File: config.mk
export PLATFORM = sky130hd
export DESIGN_NAME = port_test_mode_control
export DESIGN_NICKNAME = d
export VERILOG_FILES = /design/src/common/port_test_pkg.sv /design/src/rtl/port_line_driver.sv /design/src/rtl/test_dma_engine.sv /design/src/rtl/port_test_mode_control.sv
export SDC_FILE = /design/constraint.sdc
export NUM_CORES = 1
export LEC_CHECK = 0
export BUFFER_PORTS_ARGS = -buffer_cell sky130_fd_sc_hd__buf_2
export CELL_PAD_IN_SITES_DETAIL_PLACEMENT = 1
export CELL_PAD_IN_SITES_GLOBAL_PLACEMENT = 1
export CORE_ASPECT_RATIO = 2
export CORE_MARGIN = 2
export CORE_UTILIZATION = 41
export DETAILED_ROUTE_END_ITERATION = 12
export GPL_ROUTABILITY_DRIVEN = 0
export PLACE_DENSITY_LB_ADDON = 0.1
export REMOVE_ABC_BUFFERS = 1
export SYNTH_ARGS = -nofsm -noshare
export SYNTH_HDL_FRONTEND = slang
export SYNTH_SLANG_ARGS = --single-unit
File: constraint.sdc
create_clock -name pclk -period 2 [get_ports pclk]
set_clock_uncertainty 0.05 [all_clocks]
set_input_delay 0.4 -clock pclk [delete_from_list [all_inputs] [get_ports pclk]]
set_output_delay 0.4 -clock pclk [all_outputs]
set_load 0.02 [all_outputs]
File: src/common/port_test_pkg.sv
// Package: register map, field layout and types for the port test-mode block
`default_nettype none
package port_test_pkg;
  localparam logic [7:0] port_test_control_off       = 8'h50;
  localparam logic [7:0] test_dma_setup_off          = 8'h70;
  localparam logic [7:0] test_dma_memory_address_off = 8'h74;
  localparam logic [7:0] test_dma_status_off         = 8'h78;
  localparam int force_j_bit            = 0;
  localparam int force_k_bit            = 1;
  localparam int packet_pattern_bit     = 2;
  localparam int loopback_bit           = 4;
  localparam int dma_start_bit          = 0;
  localparam int dma_dir_bit            = 1;
  localparam int len_lsb                = 8;
  localparam int len_msb                = 24;
  localparam int len_w                  = 17;
  localparam int done_flag_bit          = 0;
  localparam int done_irq_en_bit        = 1;
  localparam int busy_bit               = 2;
  localparam logic [31:0] ctrl_wmask    = 32'h0000_0017;
  localparam logic [31:0] setup_wmask   = 32'h01ff_ff03;
  localparam logic [len_w-1:0] len_max  = 17'h003ff;
  localparam int wait_ns                = 150;
  localparam int clk_period_ns          = 8;
  localparam int wait_cycles            = (wait_ns + clk_period_ns - 1) / clk_period_ns;
  localparam logic [4:0] wait_cycles_c  = 5'(wait_cycles);
  localparam logic [4:0] zero5          = 5'h00;
  localparam logic [31:0] zero32        = 32'h0000_0000;

  typedef enum logic [1:0] {line_idle, line_j, line_k, line_loop} line_state_t;

  typedef struct packed {
    logic [31:0] addr;
    logic [7:0]  data;
    logic        we;
    logic        req;
  } mem_req_t;

  typedef struct packed {
    logic [7:0] data;
    logic       valid;
  } byte_beat_t;
endpackage
`default_nettype wire

File: src/rtl/port_line_driver.sv
// Port line driver: forced J/K levels, loopback and test-packet byte stream
`default_nettype none
module port_line_driver
  import port_test_pkg::*;
(
  input  wire logic        pclk,
  input  wire logic        presetn,
  input  wire logic        ce,
  input  wire logic [31:0] ctrl,
  input  wire byte_beat_t  fifo_byte,
  output logic             fifo_ready,
  output line_state_t      line_reg,
  output byte_beat_t       tx_reg
);
  line_state_t line_next;
  byte_beat_t  tx_next;

  always_comb
  begin
    line_next = line_idle;
    if (ctrl[loopback_bit])
      line_next = line_loop;
    else if (ctrl[force_k_bit])
      line_next = line_k;
    else if (ctrl[force_j_bit])
      line_next = line_j;
    tx_next = '0;
    if (ctrl[packet_pattern_bit] && fifo_byte.valid)
      tx_next = fifo_byte;
  end

  // Transceiver always accepts in packet mode; elsewhere the FIFO holds bytes
  assign fifo_ready = ctrl[packet_pattern_bit];

  always_ff @(posedge pclk or negedge presetn)
  begin
    if (!presetn)
    begin
      line_reg <= line_idle;
      tx_reg   <= '0;
    end
    else if (ce)
    begin
      line_reg <= line_next;
      tx_reg   <= tx_next;
    end
  end
endmodule
`default_nettype wire

File: src/rtl/test_dma_engine.sv
// Byte DMA between local memory and the transmit or receive FIFO for test packets
`default_nettype none
module test_dma_engine
  import port_test_pkg::*;
(
  input  wire logic             pclk,
  input  wire logic             presetn,
  input  wire logic             ce,
  input  wire logic             start,
  input  wire logic             to_fifo,
  input  wire logic [len_w-1:0] len,
  input  wire logic [31:0]      base,
  input  wire logic [7:0]       mem_rdata,
  input  wire logic             fifo_ready,
  input  wire byte_beat_t       fifo_in,
  output mem_req_t              mem_reg,
  output byte_beat_t            fifo_out,
  output logic                  busy_reg,
  output logic                  done_pulse
);
  logic [len_w-1:0] left_reg, left_next;
  logic [31:0]      ptr_reg, ptr_next;
  logic             busy_next, pend_reg, pend_next, dir_reg, dir_next;
  mem_req_t         mem_next;

  // Memory answers the cycle after it sees req; pend marks a byte in flight
  // Direction is latched at start so later bus traffic cannot flip it
  always_comb
  begin
    left_next  = left_reg;
    busy_next  = busy_reg;
    pend_next  = 1'b0;
    mem_next   = mem_reg;
    mem_next.req = 1'b0;
    mem_next.we  = 1'b0;
    ptr_next   = ptr_reg;
    dir_next   = dir_reg;
    done_pulse = 1'b0;
    fifo_out   = '0;
    if (!busy_reg)
    begin
      if (start)
      begin
        busy_next = (len != '0);
        done_pulse = (len == '0);
        left_next = (len > len_max) ? len_max : len;
        dir_next = to_fifo;
        ptr_next = base;
      end
    end
    else if (dir_reg)
    begin
      // First cycle after req the memory has not answered yet
      if (pend_reg && mem_reg.req)
        pend_next = 1'b1;
      else if (pend_reg)
      begin
        fifo_out.valid = 1'b1;
        fifo_out.data  = mem_rdata;
        if (fifo_ready)
        begin
          left_next = left_reg - 1'b1;
          ptr_next = ptr_reg + 32'h1;
          if (left_reg == 17'h1)
          begin
            busy_next = 1'b0;
            done_pulse = 1'b1;
          end
        end
        // Refused byte is fetched again: the read lines do not hold it
      end
      else
      begin
        mem_next.req = 1'b1;
        pend_next = 1'b1;
      end
    end
    else if (fifo_in.valid)
    begin
      mem_next.req  = 1'b1;
      mem_next.we   = 1'b1;
      mem_next.data = fifo_in.data;
      ptr_next = ptr_reg + 32'h1;
      left_next = left_reg - 1'b1;
      if (left_reg == 17'h1)
      begin
        busy_next = 1'b0;
        done_pulse = 1'b1;
      end
    end
    mem_next.addr = ptr_reg;
  end

  always_ff @(posedge pclk or negedge presetn)
  begin
    if (!presetn)
    begin
      left_reg <= '0;
      busy_reg <= 1'b0;
      pend_reg <= 1'b0;
      ptr_reg  <= '0;
      dir_reg  <= 1'b0;
      mem_reg  <= '0;
    end
    else if (ce)
    begin
      left_reg <= left_next;
      busy_reg <= busy_next;
      pend_reg <= pend_next;
      ptr_reg  <= ptr_next;
      dir_reg  <= dir_next;
      mem_reg  <= mem_next;
    end
  end
endmodule
`default_nettype wire

File: src/rtl/port_test_mode_control.sv
// Top: APB register file for port test mode and test-packet DMA
//
// The implementer's own choice: the APB register port.
`default_nettype none
module port_test_mode_control
  import port_test_pkg::*;
(
  input  wire logic        pclk,
  input  wire logic        presetn,
  input  wire logic        ce,
  input  wire logic        psel,
  input  wire logic        penable,
  input  wire logic        pwrite,
  input  wire logic [7:0]  paddr,
  input  wire logic [31:0] pwdata,
  output logic [31:0]      prdata,
  output logic             pready,
  output logic             pslverr,
  input  wire logic [7:0]  mem_rdata,
  input  wire byte_beat_t  rx_byte,
  output mem_req_t         mem_req,
  output line_state_t      line_state,
  output byte_beat_t       tx_byte,
  output logic             irq
);
  logic [31:0] ctrl_reg, ctrl_next;
  logic [31:0] setup_reg, setup_next;
  logic [31:0] addr_reg, addr_next;
  logic        done_reg, done_next;
  logic        irq_en_reg, irq_en_next;
  logic        irq_reg, irq_next;
  logic [31:0] prdata_reg, prdata_next;
  logic        pready_reg, pready_next, pslverr_reg, pslverr_next;
  logic [4:0]  gap_reg, gap_next;
  logic        dma_busy, dma_done, fifo_ready, start_pulse;
  byte_beat_t  fifo_byte;
  mem_req_t    mem_q;
  line_state_t line_q;
  byte_beat_t  tx_q;

  function automatic logic hit(input logic [7:0] a, input logic [7:0] off);
    hit = (a == off);
  endfunction

  wire access = psel && penable && !pready_reg;
  wire wr     = access && pwrite;

  // Start only honoured in packet mode so the DMA stays inert otherwise
  assign start_pulse = wr && hit(paddr, test_dma_setup_off)
                       && pwdata[dma_start_bit] && ctrl_reg[packet_pattern_bit];

  always_comb
  begin
    ctrl_next    = ctrl_reg;
    setup_next   = setup_reg;
    addr_next    = addr_reg;
    irq_en_next  = irq_en_reg;
    done_next    = done_reg;
    prdata_next  = zero32;
    pready_next  = access;
    pslverr_next = 1'b0;
    gap_next     = (gap_reg != zero5) ? gap_reg - 5'h1 : zero5;
    if (access)
    begin
      case (paddr)
        port_test_control_off:
        begin
          prdata_next = ctrl_reg;
          // Writes inside the settling gap are dropped, not errored
          if (pwrite && gap_reg == zero5)
          begin
            ctrl_next = pwdata & ctrl_wmask;
            gap_next  = wait_cycles_c;
          end
        end
        test_dma_setup_off:
        begin
          prdata_next = setup_reg;
          if (pwrite)
            setup_next = pwdata & setup_wmask;
        end
        test_dma_memory_address_off:
        begin
          prdata_next = addr_reg;
          if (pwrite)
            addr_next = pwdata;
        end
        test_dma_status_off:
        begin
          prdata_next = zero32;
          prdata_next[done_flag_bit]   = done_reg;
          prdata_next[done_irq_en_bit] = irq_en_reg;
          prdata_next[busy_bit]        = dma_busy;
          if (pwrite)
          begin
            irq_en_next = pwdata[done_irq_en_bit];
            if (pwdata[done_flag_bit])
              done_next = 1'b0;
          end
        end
        default:
          pslverr_next = 1'b1;
      endcase
    end
    if (!dma_busy && !start_pulse)
      setup_next[dma_start_bit] = 1'b0;
    if (dma_done)
      done_next = 1'b1;
    irq_next = done_next && irq_en_next;
  end

  always_ff @(posedge pclk or negedge presetn)
  begin
    if (!presetn)
    begin
      ctrl_reg    <= zero32;
      setup_reg   <= zero32;
      addr_reg    <= zero32;
      done_reg    <= 1'b0;
      irq_en_reg  <= 1'b0;
      irq_reg     <= 1'b0;
      prdata_reg  <= zero32;
      pready_reg  <= 1'b0;
      pslverr_reg <= 1'b0;
      gap_reg     <= zero5;
    end
    else if (ce)
    begin
      ctrl_reg    <= ctrl_next;
      setup_reg   <= setup_next;
      addr_reg    <= addr_next;
      done_reg    <= done_next;
      irq_en_reg  <= irq_en_next;
      irq_reg     <= irq_next;
      prdata_reg  <= prdata_next;
      pready_reg  <= pready_next;
      pslverr_reg <= pslverr_next;
      gap_reg     <= gap_next;
    end
  end

  test_dma_engine u_dma (
    .pclk       (pclk),
    .presetn    (presetn),
    .ce         (ce),
    .start      (start_pulse),
    .to_fifo    (pwdata[dma_dir_bit]),
    .len        (pwdata[len_msb:len_lsb]),
    .base       (addr_reg),
    .mem_rdata  (mem_rdata),
    .fifo_ready (fifo_ready),
    .fifo_in    (rx_byte),
    .mem_reg    (mem_q),
    .fifo_out   (fifo_byte),
    .busy_reg   (dma_busy),
    .done_pulse (dma_done)
  );

  port_line_driver u_line (
    .pclk       (pclk),
    .presetn    (presetn),
    .ce         (ce),
    .ctrl       (ctrl_reg),
    .fifo_byte  (fifo_byte),
    .fifo_ready (fifo_ready),
    .line_reg   (line_q),
    .tx_reg     (tx_q)
  );

  assign prdata     = prdata_reg;
  assign pready     = pready_reg;
  assign pslverr    = pslverr_reg;
  assign irq        = irq_reg;
  assign mem_req    = mem_q;
  assign line_state = line_q;
  assign tx_byte    = tx_q;
endmodule
`default_nettype wire

**After elaboration in Yosys (flattened, before gate mapping)**

Index checks and enable logic that the tools add are counted.

- Bitwise logic cells: 2
- Multipliers: 0
- Add/subtract/negate cells: 3
- Reductions and logical operators: 30
- Equality and inequality tests: 9
- Div/mod/pow operators: 0
- Shift-type cells: 0
- Muxes and demuxes: 68
- $lt $le $gt $ge: 1

Operators by type and width:

| cell | count |
|---|---|
| 32-bit two-way mux | 8 |
| 17-bit two-way mux | 8 |
| 32-bit one-hot mux with 4 select lines | 1 |
| 9-bit two-way mux | 5 |
| 1-bit two-way mux | 38 |
| 32-bit by 1-bit adder with 32-bit output (second input constant) | 1 |
| 8-bit by 7-bit equality test with 1-bit output (second input constant) | 4 |
| 5-bit two-way mux | 4 |
| 4-bit AND reduction | 5 |
| 17-bit by 1-bit equality test with 1-bit output (second input constant) | 1 |
| 17-bit by 10-bit > comparator with 1-bit output (second input constant) | 1 |
| 17-bit logical NOT | 1 |
| 17-bit nonzero test | 1 |
| 17-bit by 1-bit subtractor with 17-bit output (second input constant) | 1 |
| 3-bit inequality test (second input constant) | 4 |
| 1-bit logical AND | 11 |
| 2-bit two-way mux | 4 |
| 2-bit nonzero test | 4 |
| 6-bit AND reduction | 1 |
| 5-bit logical NOT | 1 |
| 5-bit nonzero test | 1 |
| 5-bit by 1-bit subtractor with 5-bit output (second input constant) | 1 |
| 4-bit OR reduction | 1 |
| 1-bit logical NOT | 3 |
| 2 further kinds | 3 |

- Bits in registers: 202
- Memories: 0
- Output and inout bits: 88
- Logic and storage cells: 136
- Bits in latches: 0
- Memory bits (writable): 0
- Memory bits (read-only): 0
- Input bits: 63

**Longest topological paths before layout**

Gate-level depths: netlist of the first run.

- Depth in word-level cells: 10
- Gate-level depth with buffers: 7
- Depth with buffers taken out: 7

**Cells and area by module**

From an unflattened synthesis of the first run, not the netlist that was laid out.

- Cell total of the unflattened synthesis: 890
- Area, all modules: 9,988.3 µm²

Modules (own cells, without submodules):

| module | cells an instance | instances | area each (µm²) | sequential area each (µm²) |
|---|---|---|---|---|
| test_dma_engine | 547 | 1 | 5,240.0 | 2,352.3 |
| port_test_mode_control | 294 | 1 | 4,226.6 | 2,427.3 |
| port_line_driver | 49 | 1 | 521.8 | 275.3 |

**Least setup slack after synthesis of the first run**

Ideal clock, no wire load.

- Kind: input to register
- Start point: in paddr[5]
- End point: reg setup_reg[14]
- Setup slack: -5 ps
- Library setup time: 125 ps
- Arrival: 1,829 ps
- Data required time: 1,825 ps
- Stages: 7
- Buffers on the path: 3
- Path through: buf_6 > or4b_4 > nor2_8 > nand3_4 > buf_6 > buf_6 > mux2_4

- Cells in the longest elaborated chain, start to end: 2

Ends and longest elaborated chain:

| what | RTL line | RTL |
|---|---|---|
| start, declared | port_test_mode_control.sv:14 | `input wire logic [7:0] paddr,` |
| 8-bit by 7-bit equality test with 1-bit output | port_test_mode_control.sv:65 | `case (paddr)` |
| 4-bit AND reduction (no line) | -- |  |
| end signal, assigned | port_test_mode_control.sv:117 | `setup_reg <= zero32;` |
| end signal, assigned | port_test_mode_control.sv:130 | `setup_reg <= setup_next;` |
| end, declared | port_test_mode_control.sv:27 | `logic [31:0] setup_reg, setup_next;` |

No other way between the ends.
A chain may end at the register's enable or synchronous reset.

**Worst setup path in the final report of the first run**

- Start point: reg pready_reg (netlist: pready)
- End point: reg u_dma.ptr_reg[23]

- Cells in the longest elaborated chain, start to end: 8

Ends and longest elaborated chain:

| what | RTL line | RTL |
|---|---|---|
| start, declared | port_test_mode_control.sv:33 | `logic pready_reg, pready_next, pslverr_reg, pslverr_next;` |
| start signal, assigned | port_test_mode_control.sv:136 | `pready_reg <= pready_next;` |
| 1-bit logical NOT | port_test_mode_control.sv:45 | `wire access = psel && penable && !pready_reg;` |
| 1-bit logical AND | port_test_mode_control.sv:45 |  |
| 1-bit logical AND | port_test_mode_control.sv:46 | `wire wr = access && pwrite;` |
| 1-bit logical AND | port_test_mode_control.sv:49 | `assign start_pulse = wr && hit(paddr, test_dma_setup_off)` |
| 1-bit logical AND (2 in a row) | port_test_mode_control.sv:50 | `&& pwdata[dma_start_bit] && ctrl_reg[packet_pattern_bit];` |
| 2-bit nonzero test (no line) | -- |  |
| 6-bit AND reduction (no line) | -- |  |
| end signal, assigned | test_dma_engine.sv:110 | `ptr_reg <= ptr_next;` |
| end, declared | test_dma_engine.sv:22 | `logic [31:0] ptr_reg, ptr_next;` |

No other way between the ends.

==> results of run 1 <==
==> logic make-up after synthesis <==
kind of cell	after synthesis	share of synthesized area, %
DFF	202	53.2
and+or+nand+nor	219	12.8
muxes	107	13.0
adders and majority gates	5	0.632
AOI/OAI and AO/OA	233	17.1
buffers and inverters	71	3.25
==> layer usage <==
layer | share of wire, % | vias to the layer above
li1 | - | 3629
met1 | 38 | 4077
met2 | 55 | 158
met3 | 3.2 | 53
met4 | 3.1 | 0
met5 | 0 | -
==> power breakdown <==
| group | switching, W | internal (W) | leakage (nW) |
|---|---|---|---|
| clock | 0.00173 | 0.00240 | 0.338 |
| combinational | 0.000401 | 0.000297 | 2.85 |
| sequential | 0.0000866 | 0.00416 | 2.75 |
| total | 0.00221 | 0.00686 | 5.93 |
==> timing repair <==
item,in CTS,in global routing
pin swaps,1,6
hold buffers,1,0
setup endpoints to repair,16,77
gates resized for setup,2,39
setup buffers,1,3
hold endpoints to repair,42,0
cloned,0,3
==> per-stage QoR <==
step                hold WS (ns)  setup slack [ns]
global placement           0.337            -0.177
CTS                       0.0351          0.000665
floorplan                 0.0544             -2.69
finish                    0.0546           -0.0444
global route              0.0562            -0.126
detailed placement         0.343            -0.229
==> cells in the final DEF (no fill, tap or decap), drive strengths merged, types with 8 or more instances in the layout <==
cell and instances:
a21oi 46, a22o 23, a22oi 17, a2bb2oi 14
and2 9, and4 11, buf 258, clkbuf 28
dfrtp 202, inv 17, mux2 97, mux2i 10
nand2 39, nand2b 8, nand3 32, nand4 16
nor2 42, nor3 22, nor4 10, o21ai 42
o22ai 16, o2bb2ai 22
==> how the worst min path moves through the flow <==
| stage | cells past startpoint | to | slack (ns) | start |
|---|---|---|---|---|
| finish | 2 | u_line.tx_reg[4]$_DFFE_PN0P_ | 0.05 | mem_rdata[3] |
| global route | 2 | addr_reg[6]$_DFFE_PN0P_ | 0.06 | pwdata[6] |
| floorplan | 0 | addr_reg[0]$_DFFE_PN0P_ | 0.05 | presetn |
| detailed placement | 1 | u_line.tx_reg[6]$_DFFE_PN0P_ | 0.34 | presetn |
| CTS | 2 | u_line.tx_reg[4]$_DFFE_PN0P_ | 0.04 | mem_rdata[3] |
| global placement | 1 | u_line.tx_reg[4]$_DFFE_PN0P_ | 0.34 | presetn |
==> layout make-up <==
class | count | area (µm²) | area share, %
Sequential cell | 202 | 5060 | 41.1
Multi-Input combinational cell | 564 | 4310 | 35.0
Timing Repair Buffer | 263 | 1810 | 14.7
Clock buffer | 24 | 557 | 4.53
Tap cell | 280 | 350 | 2.85
Clock inverter | 12 | 156 | 1.27
Inverter | 18 | 67.6 | 0.549
==> worst max-delay path, cell delays in order (launching register included) <==
cell and delay (ns):
dfrtp_1 0.38, and4b_2 0.35, nand4_1 0.14, buf_6 0.18, a211oi_4 0.25, buf_6 0.19
clkbuf_16 0.17, o32ai_4 0.07, a21oi_1 0.18
==> impl_metrics.yaml, run 1 <==
timing:
  tightest_slew_ns: 0.483
  hold_viol: 0
  rsz0062_at_grt: "true"
  maxSlewViolCount: 0
  setup_slack_ns: -0.0444
  max_freq_ghz: 0.489
  setup_tns_ns: -0.0444
  relSlewSlack_pct: 67.4
  setup_viol: 1
  fin_crit_ns: 2.04
  min_period_over_period_pct: 102
synthesis:
  ys_seq_area_share_pct: 53.2
  synth_area_leaders: "dfrtp_1 (53%), mux2_2 (10%), a21oi_1 (2.4%)"
  synth_top_cell_by_area: "dfrtp_1"
  synth_ff_type: "dfrtp_1"
  synth-edff-count: 0
  synth_warnings: 0
  syn_inst: 837
  yosysTopAreaCellShare_pct: 53.2
  netlist_top_cells_count: "dfrtp_1 (202), mux2_2 (85), a21oi_1 (46)"
  synth_area_per_cell_um2: 11.4
  ys_ff_latch: 202
  syn_area_um2: 9500
  yosysMostFrequentCell: "dfrtp_1"
  async_flop_share_pct: 100
  ys_types: 69
cells_and_area:
  fin_util_pct: 54.1
  fin_area_um2: 12300
  drive_above_1_share_pct: 40.1
  fill_cells: 2478
  fin_cells: 1363
  largest_reg_flops: 42
  fin_nets: 1136
  num_antenna_cells: 0
  area_delta_synth_final_pct: 29.5
hold_path:
  min-delay-path-class: "in -> reg"
critical_path:
  critPathKind: "reg -> reg"
  cp-start-kind: "flip-flop"
  worstSetupStartpoint: "pready$_DFFE_PN0P_"
  rr_endpoint: "u_dma.ptr_reg[23]$_DFFE_PN0P_"
  setup.worst_path.end: "u_dma.ptr_reg[23]$_DFFE_PN0P_"
  path_max_fanout: 4
  ff2ff_setup_slack_ns: -0.04
  crit_arrival_ns: 2.43
  r2r-start: "pready$_DFFE_PN0P_"
  cp-end-kind: "flip-flop"
  crit_required_ns: 2.38
  r2r_cells: 8
power_and_ir_drop:
  max-vdd-ir-drop_uv: 804
  total_power_w: 0.00907
  power_density_nw_per_um2: 737
  leakage_nw: 5.93
clock_network:
  cts-root-buf: "clkbuf_16"
  cts_tree: "done"
  insertion_delay_ns: 0.52
  clkTransAtPathRegs_ns: 0.07
  numCtsBuffers: 20
  htree_num_levels: 1
  clockBufferDepth: 3
  cts.sinks: 202
placement:
  hpwl_um: 21800
  numPortBuffers: 150
  dpl_cell_area_um2: 11300
  dp_cells: 1319
die:
  die-area_um2: 24500
  coreArea_um2: 22700
  rows: 78
  io_pins: 151
  start_util_pct: 41.8
  die_w_um: 112
  fp.dieH_um: 219
drt:
  drtAntennaViolNets: 0
  viasPerCell: 5.81
  wirelength_um: 30600
  firstDrtPassIters: 4
  drc: 0
  post_drt_wl_per_cell_um: 22.4
  num_vias: 7917
  drt_iter0_drc: 334
flow_run:
  drv_cap: 0
global_route:
  grt_usage_pct: 24.6
  antenna_found_initial: 0
  grtUsageMet3_pct: 2.51
  grt_pass1_wl_um: 47500
  grtUsageMet2_pct: 46.2
  grt_pass1_vias: 8634
  grt_overflow: 0
  grt_max_degree: 48
  grt_busiest_layer: "met2"
  grt_util_met1_pct: 28.7
run_status:
  outcome: "finished with violations"
  violations: "negative setup slack"
No activity file was read; power rests on OpenSTA's default activity.
==> run 2, diff against run 1 <==
==> constraint.sdc (replaced) <==
create_clock -name pclk -period 2 [get_ports pclk]
set_clock_uncertainty 0.05 [all_clocks]
set_input_delay 0.3 -clock pclk [delete_from_list [all_inputs] [get_ports pclk]]
set_output_delay 0.3 -clock pclk [all_outputs]
set_load 0.02 [all_outputs]
==> impl_metrics.yaml, run 2 (same netlist as run 1, synthesis figures left out) <==
global_route:
  grt_pass1_wl_um: 48600
  grt_max_degree: 64
  antenna_found_initial: 0
  grt_overflow: 0
  grt_usage_pct: 25.2
  grt_pass1_vias: 8715
placement:
  dpl_cell_area_um2: 11200
  hpwl_um: 21400
  numPortBuffers: 150
power_and_ir_drop:
  power_density_nw_per_um2: 718
  leakage_nw: 5.97
  max-vdd-ir-drop_uv: 711
drt:
  firstDrtPassIters: 4
  wirelength_um: 31100
  drtAntennaViolNets: 0
  drt_iter0_drc: 379
  num_vias: 8050
  viasPerCell: 5.85
  drc: 0
  post_drt_wl_per_cell_um: 22.6
timing:
  maxSlewViolCount: 0
  fin_crit_ns: 1.97
  max_freq_ghz: 0.508
  tightest_slew_ns: 0.420
  rsz0062_at_grt: "true"
  hold_viol: 0
  setup_viol: 0
  min_period_over_period_pct: 98.5
  relSlewSlack_pct: 71.6
die:
  start_util_pct: 41.8
  rows: 78
  coreArea_um2: 22700
  io_pins: 151
  die_w_um: 112
  die-area_um2: 24500
  fp.dieH_um: 219
flow_run:
  drv_cap: 0
clock_network:
  cts_tree: "done"
  clkTransAtPathRegs_ns: 0.07
  numCtsBuffers: 20
  cts.sinks: 202
  insertion_delay_ns: 0.52
  clockBufferDepth: 3
  htree_num_levels: 1
  cts-root-buf: "clkbuf_16"
cells_and_area:
  fin_nets: 1150
  drive_above_1_share_pct: 37.8
  layout_commonest_cell: "dfrtp_1"
  num_antenna_cells: 0
  final_cell_mix: "dfrtp_1 (201), buf_2 (149), mux2_2 (85)"
  fin_area_um2: 12500
  area_delta_synth_final_pct: 31.1
  fin_util_pct: 54.8
  largest_reg_flops: 42
run_status:
  outcome: "finished, final reports clean"
critical_path:
  cp-start-kind: "flip-flop"
  crit_required_ns: 2.34
  crit_arrival_ns: 2.31
  worstPathCellList: "and4b_2, nand4_1, a211oi_4, buf_6, buf_12, o311a_1, o21ai_1"
  critPathKind: "reg -> reg"
  cp-end-kind: "flip-flop"
  path_max_fanout: 6
  slowest_stage: "dfrtp_1"
  cpPeakStageDelay_ns: 0.39
hold_path:
  min-delay-path-class: "in -> reg"
[run 2: layout make-up]
cell class | count | area, µm²
inverters | 18 | 67.6
fillers | 2461 | 10300
well taps | 280 | 350
clock inverters | 8 | 100
repair buffers | 277 | 2000
clock buffers | 28 | 582
flip-flops and latches | 202 | 5060
multi-input cells | 564 | 4310
[run 2: per-layer routing]
metal,share of wire (%),wire length (µm),vias to the layer above,GRT usage [%]
met2,54,16900,201,46.8
met5,0,0,-,0
li1,-,-,3670,-
met1,39,12000,4120,29.3
met3,3.6,1110,59,2.65
met4,3.5,1090,0,10.4
[run 2: path summary, 6_finish.rpt]
kind                                         from  cells after the start  slack [ns]                             to
hold / removal                         pwdata[14]                      2        0.03       addr_reg[14]$_DFFE_PN0P_
max in group asynchronous                 presetn                      3        1.00  u_dma.mem_reg[31]$_DFFE_PN0P_
setup reg to reg               pready$_DFFE_PN0P_                      7        0.03  u_dma.ptr_reg[26]$_DFFE_PN0P_
hold reg to reg            prdata[17]$_DFFE_PN0P_                      1        0.43         prdata[17]$_DFFE_PN0P_
setup / recovery               pready$_DFFE_PN0P_                      7        0.03  u_dma.ptr_reg[26]$_DFFE_PN0P_
min in group asynchronous                 presetn                      2        0.21   u_line.tx_reg[6]$_DFFE_PN0P_
[run 2: stage by stage]
stage                     total power (W)  TNS [ns]  std cells  hold slack (ns)  setup slack [ns]
after CTS                         0.00905         0       1373        0.0000426           0.00401
final                             0.00895         0       1377           0.0273            0.0308
after global routing              0.00929    -0.624       1377          0.00702           -0.0590
after floorplan                   0.00457   -143.46        784          -0.0456             -2.69
after detailed placement          0.00497     -2.88       1303            0.200            -0.159
after global placement            0.00496    -0.148       1303            0.196           -0.0533
[run 2: what timing repair did]
item                                    in CTS  in global routing
pin swaps                                    2                  8
endpoints found under the setup margin       7                 36
resized for setup                            4                 35
buffers inserted                             1                  1
gates cloned                                 1                  2
hold buffers                                32                  1
endpoints found under the hold margin       64                  1
[run 2: critical path, delay by kind of cell (launching register included)]
family,cells,cell delay [ns]
and+or+nand+nor,2,0.54
AOI/OAI and AO/OA,3,0.51
buffers and inverters,2,0.34
DFF,1,0.39
[run 2: report_power, final]
part           switching, W  internal (W)
Sequential        0.0000986       0.00416
Clock               0.00168       0.00231
Combinational      0.000394      0.000310
